<file path="config.mk">
export PLATFORM = sky130hd
export DESIGN_NAME = adc_conversion_sequencer
export DESIGN_NICKNAME = d
export VERILOG_FILES = /design/src/core/adc_seq_pkg.sv /design/src/core/adc_conversion_sequencer.sv
export VERILOG_INCLUDE_DIRS = /design/src /design/src/core
export SDC_FILE = /design/constraint.sdc
export NUM_CORES = 1
export LEC_CHECK = 0
export ABC_AREA = 1
export BUFFER_PORTS_ARGS = -buffer_cell sky130_fd_sc_hd__buf_2
export CAP_MARGIN = 20
export CORE_MARGIN = 2
export CORE_UTILIZATION = 50
export CTS_BUF_LIST = sky130_fd_sc_hd__clkbuf_8 sky130_fd_sc_hd__clkbuf_16
export CTS_CLUSTER_SIZE = 8
export DETAILED_ROUTE_END_ITERATION = 10
export GPL_TIMING_DRIVEN = 1
export PLACE_DENSITY = 0.85
export SYNTH_ARGS = -nofsm -noshare
export SYNTH_HDL_FRONTEND = slang
export SYNTH_SLANG_ARGS = --single-unit
</file>
<file path="constraint.sdc">
create_clock -name MCLK -period 2.9 [get_ports MCLK]
set_input_delay 0.29 -clock MCLK [delete_from_list [all_inputs] [get_ports MCLK]]
set_output_delay 0.29 -clock MCLK [all_outputs]
set_load 0.01 [all_outputs]
</file>
<file path="src/core/adc_seq_cfg.svh">
// Register map, field positions, reset values and timing counts of the conversion sequencer.
`ifndef ADC_SEQ_CFG_SVH
`define ADC_SEQ_CFG_SVH

// ----------------------------------------------------------------------
// Register offsets
// ----------------------------------------------------------------------
`define OFS_CONTROL      8'h00
`define OFS_RESULT       8'h04
`define OFS_IRQ_STATUS   8'h08
`define OFS_IRQ_MASK     8'h0c
`define OFS_GLOBAL_IRQ   8'h10
`define OFS_SEQ_STATE    8'h14

// ----------------------------------------------------------------------
// Control register fields, and the done bit of the interrupt status and mask registers
// ----------------------------------------------------------------------
`define FLD_ON           0
`define FLD_GO           2
`define FLD_CHAN_LO      3
`define FLD_CHAN_HI      5
`define FLD_CLK_LO       6
`define FLD_CLK_HI       7
`define FLD_DONE         0

// ----------------------------------------------------------------------
// Reset values
// ----------------------------------------------------------------------
`define RST_CONTROL      8'h00
`define RST_RESULT       8'h00

// ----------------------------------------------------------------------
// Conversion clock selection and timing
// ----------------------------------------------------------------------
`define CLK_FOSC2        2'h0
`define CLK_FOSC8        2'h1
`define CLK_FOSC32       2'h2
`define CLK_RC           2'h3
`define DIV_FOSC2        8'h02
`define DIV_FOSC8        8'h08
`define DIV_FOSC32       8'h20
`define MIN_BIT_CYCLES   8'h03
`define MCLK_PERIOD_NS   20
`define RC_BIT_PERIOD_NS 4000
`define RC_BIT_CYCLES    ((`RC_BIT_PERIOD_NS + `MCLK_PERIOD_NS - 1) / `MCLK_PERIOD_NS)
`define ABORT_WAIT_BITS  2'h2

`endif

</file>
<file path="src/core/adc_seq_pkg.sv">
// Types shared by the conversion sequencer.
`default_nettype none
package adc_seq_pkg;
   typedef enum logic [1:0] {S_OFF, S_ACQ, S_CONV, S_ABORT} seq_state_t;
endpackage
`default_nettype wire

</file>
<file path="src/core/adc_conversion_sequencer.sv">
// Successive-approximation conversion sequencer with an APB register file.
//
// Chosen here: register access over APB and the register addresses.
`include "adc_seq_cfg.svh"
`default_nettype none

// What this block does
// - Clearing go during a conversion stops it at once; a write in the cycle of the last bit decision still completes it.
// - An aborted conversion leaves the result register unchanged.
// - After an abort, no acquisition starts for two conversion bit periods.
// - After that wait, acquisition starts alone on the selected channel.
// - A finished conversion sets the done flag and clears go.
// - Control value c1 selects RC clock, converter on, channel zero.
module adc_conversion_sequencer (
   input  wire logic        MCLK,
   input  wire logic        RESET,
   input  wire logic        PSEL,
   input  wire logic        PENABLE,
   input  wire logic        PWRITE,
   input  wire logic [7:0]  PADDR,
   input  wire logic [31:0] PWDATA,
   output var  logic [31:0] PRDATA,
   output var  logic        PREADY,
   output var  logic        PSLVERR,
   input  wire logic        COMP_IN,
   output var  logic        SAMPLE_HOLD,
   output var  logic [2:0]  CHANNEL_SELECT,
   output var  logic [7:0]  DAC_CODE,
   output var  logic        IRQ
);

   // ----------------------------------------------------------------------
   // State
   // ----------------------------------------------------------------------
   adc_seq_pkg::seq_state_t state_r, state_nxt;
   logic [1:0]  clk_sel_r, clk_sel_nxt;
   logic [2:0]  chan_r, chan_nxt;
   logic        on_r, on_nxt;
   logic        go_r, go_nxt;
   logic [7:0]  result_r, result_nxt;
   logic        stat_r, stat_nxt;
   logic        irq_en_r, irq_en_nxt;
   logic        gie_r, gie_nxt;
   logic [7:0]  div_cnt_r, div_cnt_nxt;
   logic [1:0]  abort_ticks_r, abort_ticks_nxt;
   logic [2:0]  bit_r, bit_nxt;
   logic [7:0]  sar_r, sar_nxt;
   logic [31:0] prdata_r, prdata_nxt;
   logic        pready_r, pready_nxt;
   logic        pslverr_r, pslverr_nxt;
   logic        sample_r, sample_nxt;
   logic        irq_r, irq_nxt;
   logic        comp_s1_r, comp_s2_r;
   logic [15:0] abort_len_r, abort_len_nxt;
   logic [7:0]  tad_div;
   logic        tad_tick;
   logic        wr_en;
   logic        done_evt;

   assign PRDATA         = prdata_r;
   assign PREADY         = pready_r;
   assign PSLVERR        = pslverr_r;
   assign SAMPLE_HOLD    = sample_r;
   assign CHANNEL_SELECT = chan_r;
   assign DAC_CODE       = sar_r;
   assign IRQ            = irq_r;

   // ----------------------------------------------------------------------
   // Comparator synchroniser
   // ----------------------------------------------------------------------
   always_ff @(posedge MCLK or posedge RESET) begin
      if (RESET) begin
         comp_s1_r <= 1'b0;
         comp_s2_r <= 1'b0;
      end else begin
         comp_s1_r <= COMP_IN;
         comp_s2_r <= comp_s1_r;
      end
   end

   // ----------------------------------------------------------------------
   // Next-state logic
   // ----------------------------------------------------------------------
   always_comb begin
      state_nxt       = state_r;
      clk_sel_nxt     = clk_sel_r;
      chan_nxt        = chan_r;
      on_nxt          = on_r;
      go_nxt          = go_r;
      result_nxt      = result_r;
      irq_en_nxt      = irq_en_r;
      gie_nxt         = gie_r;
      abort_ticks_nxt = abort_ticks_r;
      bit_nxt         = bit_r;
      sar_nxt         = sar_r;
      abort_len_nxt   = 16'h0000;
      done_evt        = 1'b0;
      wr_en           = PSEL & PENABLE & pready_r & PWRITE;
      case (clk_sel_r)
         // The synchronised comparator needs three cycles to reflect a new trial code.
         `CLK_FOSC2:  tad_div = (`DIV_FOSC2 < `MIN_BIT_CYCLES) ? `MIN_BIT_CYCLES : `DIV_FOSC2;
         `CLK_FOSC8:  tad_div = `DIV_FOSC8;
         `CLK_FOSC32: tad_div = `DIV_FOSC32;
         default:     tad_div = 8'(`RC_BIT_CYCLES);
      endcase
      tad_tick    = (div_cnt_r == 8'(tad_div - 8'h01));
      div_cnt_nxt = tad_tick ? 8'h00 : 8'(div_cnt_r + 8'h01);

      // Software register writes.
      if (wr_en && PADDR == `OFS_CONTROL) begin
         clk_sel_nxt = PWDATA[`FLD_CLK_HI:`FLD_CLK_LO];
         chan_nxt    = PWDATA[`FLD_CHAN_HI:`FLD_CHAN_LO];
         on_nxt      = PWDATA[`FLD_ON];
         // Go only starts from an already running converter.
         if (!PWDATA[`FLD_GO] || !PWDATA[`FLD_ON]) begin
            go_nxt = 1'b0;
         end else if (on_r && state_r != adc_seq_pkg::S_ABORT) begin
            go_nxt = 1'b1;
         end
      end
      if (wr_en && PADDR == `OFS_RESULT) begin
         result_nxt = PWDATA[7:0];
      end
      if (wr_en && PADDR == `OFS_IRQ_MASK) begin
         irq_en_nxt = PWDATA[`FLD_DONE];
      end
      if (wr_en && PADDR == `OFS_GLOBAL_IRQ) begin
         gie_nxt = PWDATA[0];
      end

      // Sequencer.
      case (state_r)
         adc_seq_pkg::S_OFF: begin
            go_nxt = 1'b0;
            if (on_r) begin
               state_nxt = adc_seq_pkg::S_ACQ;
            end
         end
         adc_seq_pkg::S_ACQ: begin
            if (!on_r) begin
               state_nxt = adc_seq_pkg::S_OFF;
            end else if (go_r) begin
               state_nxt   = adc_seq_pkg::S_CONV;
               div_cnt_nxt = 8'h00;
               bit_nxt     = 3'h7;
               sar_nxt     = 8'h80;
            end
         end
         adc_seq_pkg::S_CONV: begin
            if (!on_r) begin
               state_nxt = adc_seq_pkg::S_OFF;
            end else if (!go_r) begin
               state_nxt       = adc_seq_pkg::S_ABORT;
               div_cnt_nxt     = 8'h00;
               abort_ticks_nxt = 2'h0;
            end else if (tad_tick) begin
               sar_nxt[bit_r] = comp_s2_r;
               if (bit_r == 3'h0) begin
                  result_nxt = {sar_r[7:1], comp_s2_r};
                  done_evt   = 1'b1;
                  go_nxt     = 1'b0;
                  state_nxt  = adc_seq_pkg::S_ACQ;
               end else begin
                  sar_nxt[3'(bit_r - 3'h1)] = 1'b1;
                  bit_nxt = 3'(bit_r - 3'h1);
               end
            end
         end
         adc_seq_pkg::S_ABORT: begin
            abort_len_nxt = 16'(abort_len_r + 16'h0001);
            if (!on_r) begin
               state_nxt = adc_seq_pkg::S_OFF;
            end else if (tad_tick) begin
               abort_ticks_nxt = 2'(abort_ticks_r + 2'h1);
               if (2'(abort_ticks_r + 2'h1) == `ABORT_WAIT_BITS) begin
                  state_nxt = adc_seq_pkg::S_ACQ;
               end
            end
         end
         default: begin
            state_nxt = adc_seq_pkg::S_OFF;
         end
      endcase

      // Done flag: a completion in the clearing cycle wins.
      stat_nxt = (stat_r & ~(wr_en && PADDR == `OFS_IRQ_STATUS && PWDATA[`FLD_DONE]))
                 | done_evt;
      irq_nxt    = stat_r & irq_en_r & gie_r;
      sample_nxt = (state_nxt == adc_seq_pkg::S_ACQ);

      // APB setup cycle latches the answer; access cycle shows it.
      pready_nxt  = PSEL & ~PENABLE & ~pready_r;
      pslverr_nxt = 1'b0;
      prdata_nxt  = 32'h0000_0000;
      if (PSEL && !PENABLE) begin
         case (PADDR)
            `OFS_CONTROL:    prdata_nxt = {24'h0, clk_sel_r, chan_r, go_r, 1'b0, on_r};
            `OFS_RESULT:     prdata_nxt = {24'h0, result_r};
            `OFS_IRQ_STATUS: prdata_nxt = {31'h0, stat_r};
            `OFS_IRQ_MASK:   prdata_nxt = {31'h0, irq_en_r};
            `OFS_GLOBAL_IRQ: prdata_nxt = {31'h0, gie_r};
            `OFS_SEQ_STATE:  prdata_nxt = {27'h0, bit_r, state_r};
            default:         pslverr_nxt = 1'b1;
         endcase
      end
   end

   // ----------------------------------------------------------------------
   // Registers
   // ----------------------------------------------------------------------
   always_ff @(posedge MCLK or posedge RESET) begin
      if (RESET) begin
         state_r       <= adc_seq_pkg::S_OFF;
         clk_sel_r     <= 2'(`RST_CONTROL >> `FLD_CLK_LO);
         chan_r        <= 3'h0;
         on_r          <= 1'b0;
         go_r          <= 1'b0;
         result_r      <= `RST_RESULT;
         stat_r        <= 1'b0;
         irq_en_r      <= 1'b0;
         gie_r         <= 1'b0;
         div_cnt_r     <= 8'h00;
         abort_ticks_r <= 2'h0;
         bit_r         <= 3'h0;
         sar_r         <= 8'h00;
         prdata_r      <= 32'h0000_0000;
         pready_r      <= 1'b0;
         pslverr_r     <= 1'b0;
         sample_r      <= 1'b0;
         irq_r         <= 1'b0;
         abort_len_r   <= 16'h0000;
      end else begin
         state_r       <= state_nxt;
         clk_sel_r     <= clk_sel_nxt;
         chan_r        <= chan_nxt;
         on_r          <= on_nxt;
         go_r          <= go_nxt;
         result_r      <= result_nxt;
         stat_r        <= stat_nxt;
         irq_en_r      <= irq_en_nxt;
         gie_r         <= gie_nxt;
         div_cnt_r     <= div_cnt_nxt;
         abort_ticks_r <= abort_ticks_nxt;
         bit_r         <= bit_nxt;
         sar_r         <= sar_nxt;
         prdata_r      <= prdata_nxt;
         pready_r      <= pready_nxt;
         pslverr_r     <= pslverr_nxt;
         sample_r      <= sample_nxt;
         irq_r         <= irq_nxt;
         abort_len_r   <= abort_len_nxt;
      end
   end
endmodule

`default_nettype wire

</file>
Word level (Yosys, flattened, before mapping)

Cells that the tools add are included.

Mux-type cells: 65
Add/sub/neg operators: 4
Reductions and logical operators: 24
Equal/unequal tests: 23
Bitwise logic cells: 13
Magnitude comparators: 4

Operators with widths:

| cell                                                        | number |
|---|---|
| 2-to-1 mux 8 bit                                            | 18 |
| case mux 8 bit (6 select lines)                             | 1 |
| case mux 8 bit (2 select lines)                             | 2 |
| 2-to-1 mux 2 bit                                            | 14 |
| case mux 8 bit (3 select lines)                             | 1 |
| inequality test 2 bit (second input constant)               | 10 |
| 2-to-1 mux 3 bit                                            | 6 |
| equality test 8 x 4 -> 1 bit (second input constant)        | 2 |
| equality test 8 x 5 -> 1 bit (second input constant)        | 2 |
| 2-to-1 mux 1 bit                                            | 16 |
| logical AND 1 bit                                           | 10 |
| adder 8 x 1 -> 8 bit (second input constant)                | 1 |
| AND 1 bit                                                   | 8 |
| bitwise mux 8 bit                                           | 1 |
| equality test 2 bit (second input constant)                 | 4 |
| equality test 8 x 3 -> 1 bit (second input constant)        | 1 |
| equality test 8 bit                                         | 1 |
| zero test 8 bit                                             | 1 |
| less-than comparator 3 x 4 -> 1 bit (second input constant) | 2 |
| bitwise OR 8 bit                                            | 1 |
| case mux 2 bit (4 select lines)                             | 1 |
| subtractor 8 x 1 -> 8 bit (second input constant)           | 1 |
| AND reduction 7 bit                                         | 1 |
| demux 1 bit (select 3 bit)                                  | 2 |
| other kinds (17)                                            | 26 |

Word-level logic and storage cells: 153
Input port bits: 46
Output and inout port bits: 47
Register bits after elaboration: 79

Depth between registers and ports, before layout

Depth after elaboration: 11
Mapped depth: 14
Depth with buffers taken out: 14

Worst setup path before layout

Ideal clock, no wire load.

Kind: flip-flop to flip-flop
Start: register bit_r[0]
End: register sar_r[6], in the netlist DAC_CODE[6]
Clock period less this slack: 1.748 ns
Required time: 2.824 ns
Cell stages (with the launch flop): 9
Path slack: 1.152 ns
Path buffers: 0
Library setup time: 0.076 ns
Arrival time: 1.672 ns
Path through: dfrtp_1 -> clkinv_1 -> ha_1 -> nand2_1 -> inv_1 -> nor2_1 -> nand3_1 -> a2111o_1 -> o21ai_1

Word-level cells in the longest chain between the ends: 11

Ends and longest elaborated chain:

| what                                                                                 | RTL line                                                         | text |
|---|---|---|
| from (decl)                                                                          | adc_conversion_sequencer.sv:46                                   | `logic [2:0] bit_r, bit_nxt;` |
| from (signal assigned)                                                               | adc_conversion_sequencer.sv:244                                  | `bit_r <= bit_nxt;` |
| subtractor 3 x 1 -> 3 bit (tied with other cells)                                    | adc_conversion_sequencer.sv:164                                  | `sar_nxt[3'(bit_r - 3'h1)] = 1'b1;` |
| less-than comparator 3 x 4 -> 1 bit (implied by the code) (tied with other cells)    | adc_conversion_sequencer.sv:164                                  |  |
| logical AND 1 bit (implied by the code) or 2-to-1 mux 1 bit (tied branches)          | adc_conversion_sequencer.sv:164, adc_conversion_sequencer.sv:157 |  |
| 2-to-1 mux 1 bit (implied by the code) or demux 1 bit (select 3 bit) (tied branches) | adc_conversion_sequencer.sv:164, adc_conversion_sequencer.sv:157 |  |
| demux 1 bit (select 3 bit) or bitwise mux 8 bit (tied branches)                      | adc_conversion_sequencer.sv:164, adc_conversion_sequencer.sv:157 |  |
| bitwise OR 8 bit (no source line)                                                    | -                                                                |  |
| 2-to-1 mux 8 bit *                                                                   | adc_conversion_sequencer.sv:158                                  | `if (bit_r == 3'h0) begin` |
| 2-to-1 mux 8 bit *                                                                   | adc_conversion_sequencer.sv:156                                  | `end else if (tad_tick) begin` |
| 2-to-1 mux 8 bit *                                                                   | adc_conversion_sequencer.sv:152                                  | `end else if (!go_r) begin` |
| 2-to-1 mux 8 bit *                                                                   | adc_conversion_sequencer.sv:150                                  | `if (!on_r) begin` |
| case mux 8 bit (2 select lines) *                                                    | adc_conversion_sequencer.sv:132                                  | `case (state_r)` |
| to (signal assigned)                                                                 | adc_conversion_sequencer.sv:245                                  | `sar_r <= sar_nxt;` |
| to (decl)                                                                            | adc_conversion_sequencer.sv:47                                   | `logic [7:0] sar_r, sar_nxt;` |

Mark *: on every way between the ends. The rest lies on a longest branch, timed or not. The select of a mux whose other input is x is not followed.
A chain may end at the register's enable or synchronous reset.

Worst setup path after layout

Ends and elaborated chain as after synthesis.

==> flow_summary.ini <==
[placed_design]
io_buffers = 44
place_ws_ps = 782
gp_congestion = 0.940
dp.cells = 532
dp_hpwl_um = 5270

[die]
die_y_um = 84.2
die_width_um = 84.2
start_util_pct = 51.2
fp.coreArea_mm2 = 0.00628
rows = 29
ios = 93
die_area_mm2 = 0.00709

[yosys]
ys_types = 40
ys_seq_area_share_pct = 42.8
ys_ff_latch = 55
synth_ff_type = dfrtp_1
synth_edf_count = 0
synthArstFlopShare_pct = 100
synthCells = 418
yosys_warnings = 0
syn_area_mm2 = 0.00321
syn_area_per_cell_um2 = 7.69

[clocking]
cts_htree_levels = 2
worstSkewPairLatency_ps = 320
post_cts_buffers = 0
clock-sinks = 55
clockRootBuffer = clkbuf_8
cts_buffers = 5
cts.path.max_buffers = 2
path_clk_slew_ps = 100
post_cts_resized = 0
cts-hold-fix-buffers = 1
cts_tree = built

[power]
sw_frac_of_total_pct = 31.5
p_leak_nw = 1.82
p_sw_mw = 0.498
comb_power_share_pct = 17.4
p_int_mw = 1.08
seqPwrFrac_pct = 53.5
clkPwrFrac_pct = 29.1
vdd_drop_max_mv = 0.342
powerDensity_mw_per_mm2 = 450

[worst_setup_path]
regToRegStartpoint = bit_r[0]
crit_slowest_cell = dfrtp_1
endpoint_kind = flip-flop
cp_num_buf_inv = 2
path_max_fanout = 10
path_cells = clkinv_1 -> ha_1 -> nand2_1 -> inv_1 -> nor2_1 -> nand3_1 -> a2111o_1 -> o21ai_1
cp.arrival_ps = 2430
reg2regPathDepth = 8
critPathTopFamily = flip-flops
timing.rr.end = DAC_CODE[6]
worstPathRequired_ps = 3160
path_class = flip-flop to flip-flop
slowest_delay_ps = 480
cp-start-kind = flip-flop
r2r_slack_ps = 730

[timing]
rsz0062_at_grt = no
setup_viol = 0
finalHoldViolations = 0
finalCritPeriodShare_pct = 75.0
worst_slack_ps = 726
period_needed_ps = 2170
slew_headroom_pct = 57.8
tns_ps = 0
max_freq_mhz = 460
tightest_slew_ps = 629
fin_skew_ps = 4.43
drv_slew = 0

[layout]
diodes = 0
drive_gt1_share_pct = 14.9
postLayoutCoreUtil_pct = 55.9
layoutNonFillerInstCount = 541
layout_commonest_cell = nand2_1
nets = 518
final_cell_mix = 109 x nand2_1, 55 x dfrtp_1, 50 x inv_1
areaGrowthSynthToFinish_pct = 9.26

[routing]
vias = 2838
drtIter0Drc = 223
wl_per_cell_um = 13.1
vias_per_cell = 5.25
ant_nets = 0
drc = 0
dr.pass1.iters = 5
wl_um = 7100

[grt]
antenna_found_initial = 0
grt_use_total_pct = 20.6
grt_pass1_vias = 2672
grt_max_degree = 24
grt_pass1_wl_um = 12000
overflow = 0

[worst_hold_path]
worstHoldPathType = input pin to flip-flop
holdCritStartpoint = COMP_IN
min_to = comp_s1_r
min_path_cells = 1

[status]
status = complete, no violations

[job]
maxCapViolCount = 0
==> kinds of logic after synthesis <==
logic type | synth area share, %
AOI/OAI and AO/OA | 13.9
DFF | 42.8
muxes | 0.311
adders and majority gates | 3.50
other | 0.117
xor gates and xnor gates | 1.09
buffers and inverters | 13.6
and+or+nand+nor | 24.6
==> registers in the layout, indices dropped and copies added, names as in the netlist <==
signal / count
bit_r: 3
comp_s1_r: 1
IRQ: 1
clk_sel_r: 2
state_r: 2
comp_s2_r: 1
go_r: 1
on_r: 1
CHANNEL_SELECT: 3
abort_ticks_r: 2
irq_en_r: 1
DAC_CODE: 8
result_r: 8
SAMPLE_HOLD: 1
stat_r: 1
gie_r: 1
PSLVERR: 1
PRDATA: 8
div_cnt_r: 8
PREADY: 1
==> power groups by stage <==
| stage | clock, mW | combinational (mW) | sequential (mW) |
|---|---|---|---|
| floorplan | 0 | 0.235 | 0.851 |
| global placement | 0 | 0.264 | 0.857 |
| detailed placement | 0 | 0.276 | 0.859 |
| CTS | 0.466 | 0.278 | 0.844 |
| global route | 0.491 | 0.311 | 0.852 |
| finish | 0.460 | 0.276 | 0.845 |
==> cell usage after synthesis, drive strengths merged (2+ instances only) <==
master  count  area (um^2)
buf        28          213
nand3      21          110
nand2     110          415
o22ai       3         18.8
clkbuf      4         15.0
ha          9          113
nor3        8         51.3
dfrtp      55         1380
nand4       4         31.3
o31ai       2         20.0
xnor2       2         17.5
nor2       34          161
o21ai      46          234
a21oi      16         80.1
inv        55          206
a31oi       9         56.3
xor2        2         17.5
==> worst max path at each step <==
stage	from	end	slack [ps]	depth (start not counted)
floorplan	bit_r[0]	DAC_CODE[6]	1150	8
global placement	bit_r[0]	DAC_CODE[6]	890	8
detailed placement	bit_r[0]	DAC_CODE[6]	780	8
CTS	bit_r[0]	DAC_CODE[6]	770	8
global route	bit_r[0]	DAC_CODE[6]	580	8
finish	bit_r[0]	DAC_CODE[6]	730	8
==> through the flow <==
stage	power, mW	cell area (um^2)	hold WS (ps)
6_report	1.58	3510	70.6
5_1_grt	1.65	3510	69.5
2_1_floorplan	1.09	3300	321
3_5_place_dp	1.13	3400	336
4_1_cts	1.59	3510	68.6
3_3_place_gp	1.12	3400	331
==> cell type report <==
class | count | area [um^2]
fill | 574 | 2770
multi-input combinational | 298 | 1490
sequential | 55 | 1380
timing repair buffer | 47 | 245
inverter | 56 | 210
tap | 77 | 96.3
clock buffer | 5 | 68.8
clock inverter | 3 | 28.8
==> routing by layer <==
| layer | vias to the layer above | routed length, um | track usage, % |
|---|---|---|---|
| met5 | - | 0 | 0 |
| met4 | 0 | 173 | 7.62 |
| met3 | 18 | 386 | 2.85 |
| met2 | 113 | 3490 | 34.3 |
| met1 | 1318 | 3050 | 27.6 |
| li1 | 1389 | - | - |
(Power assumes the default switching activity.)
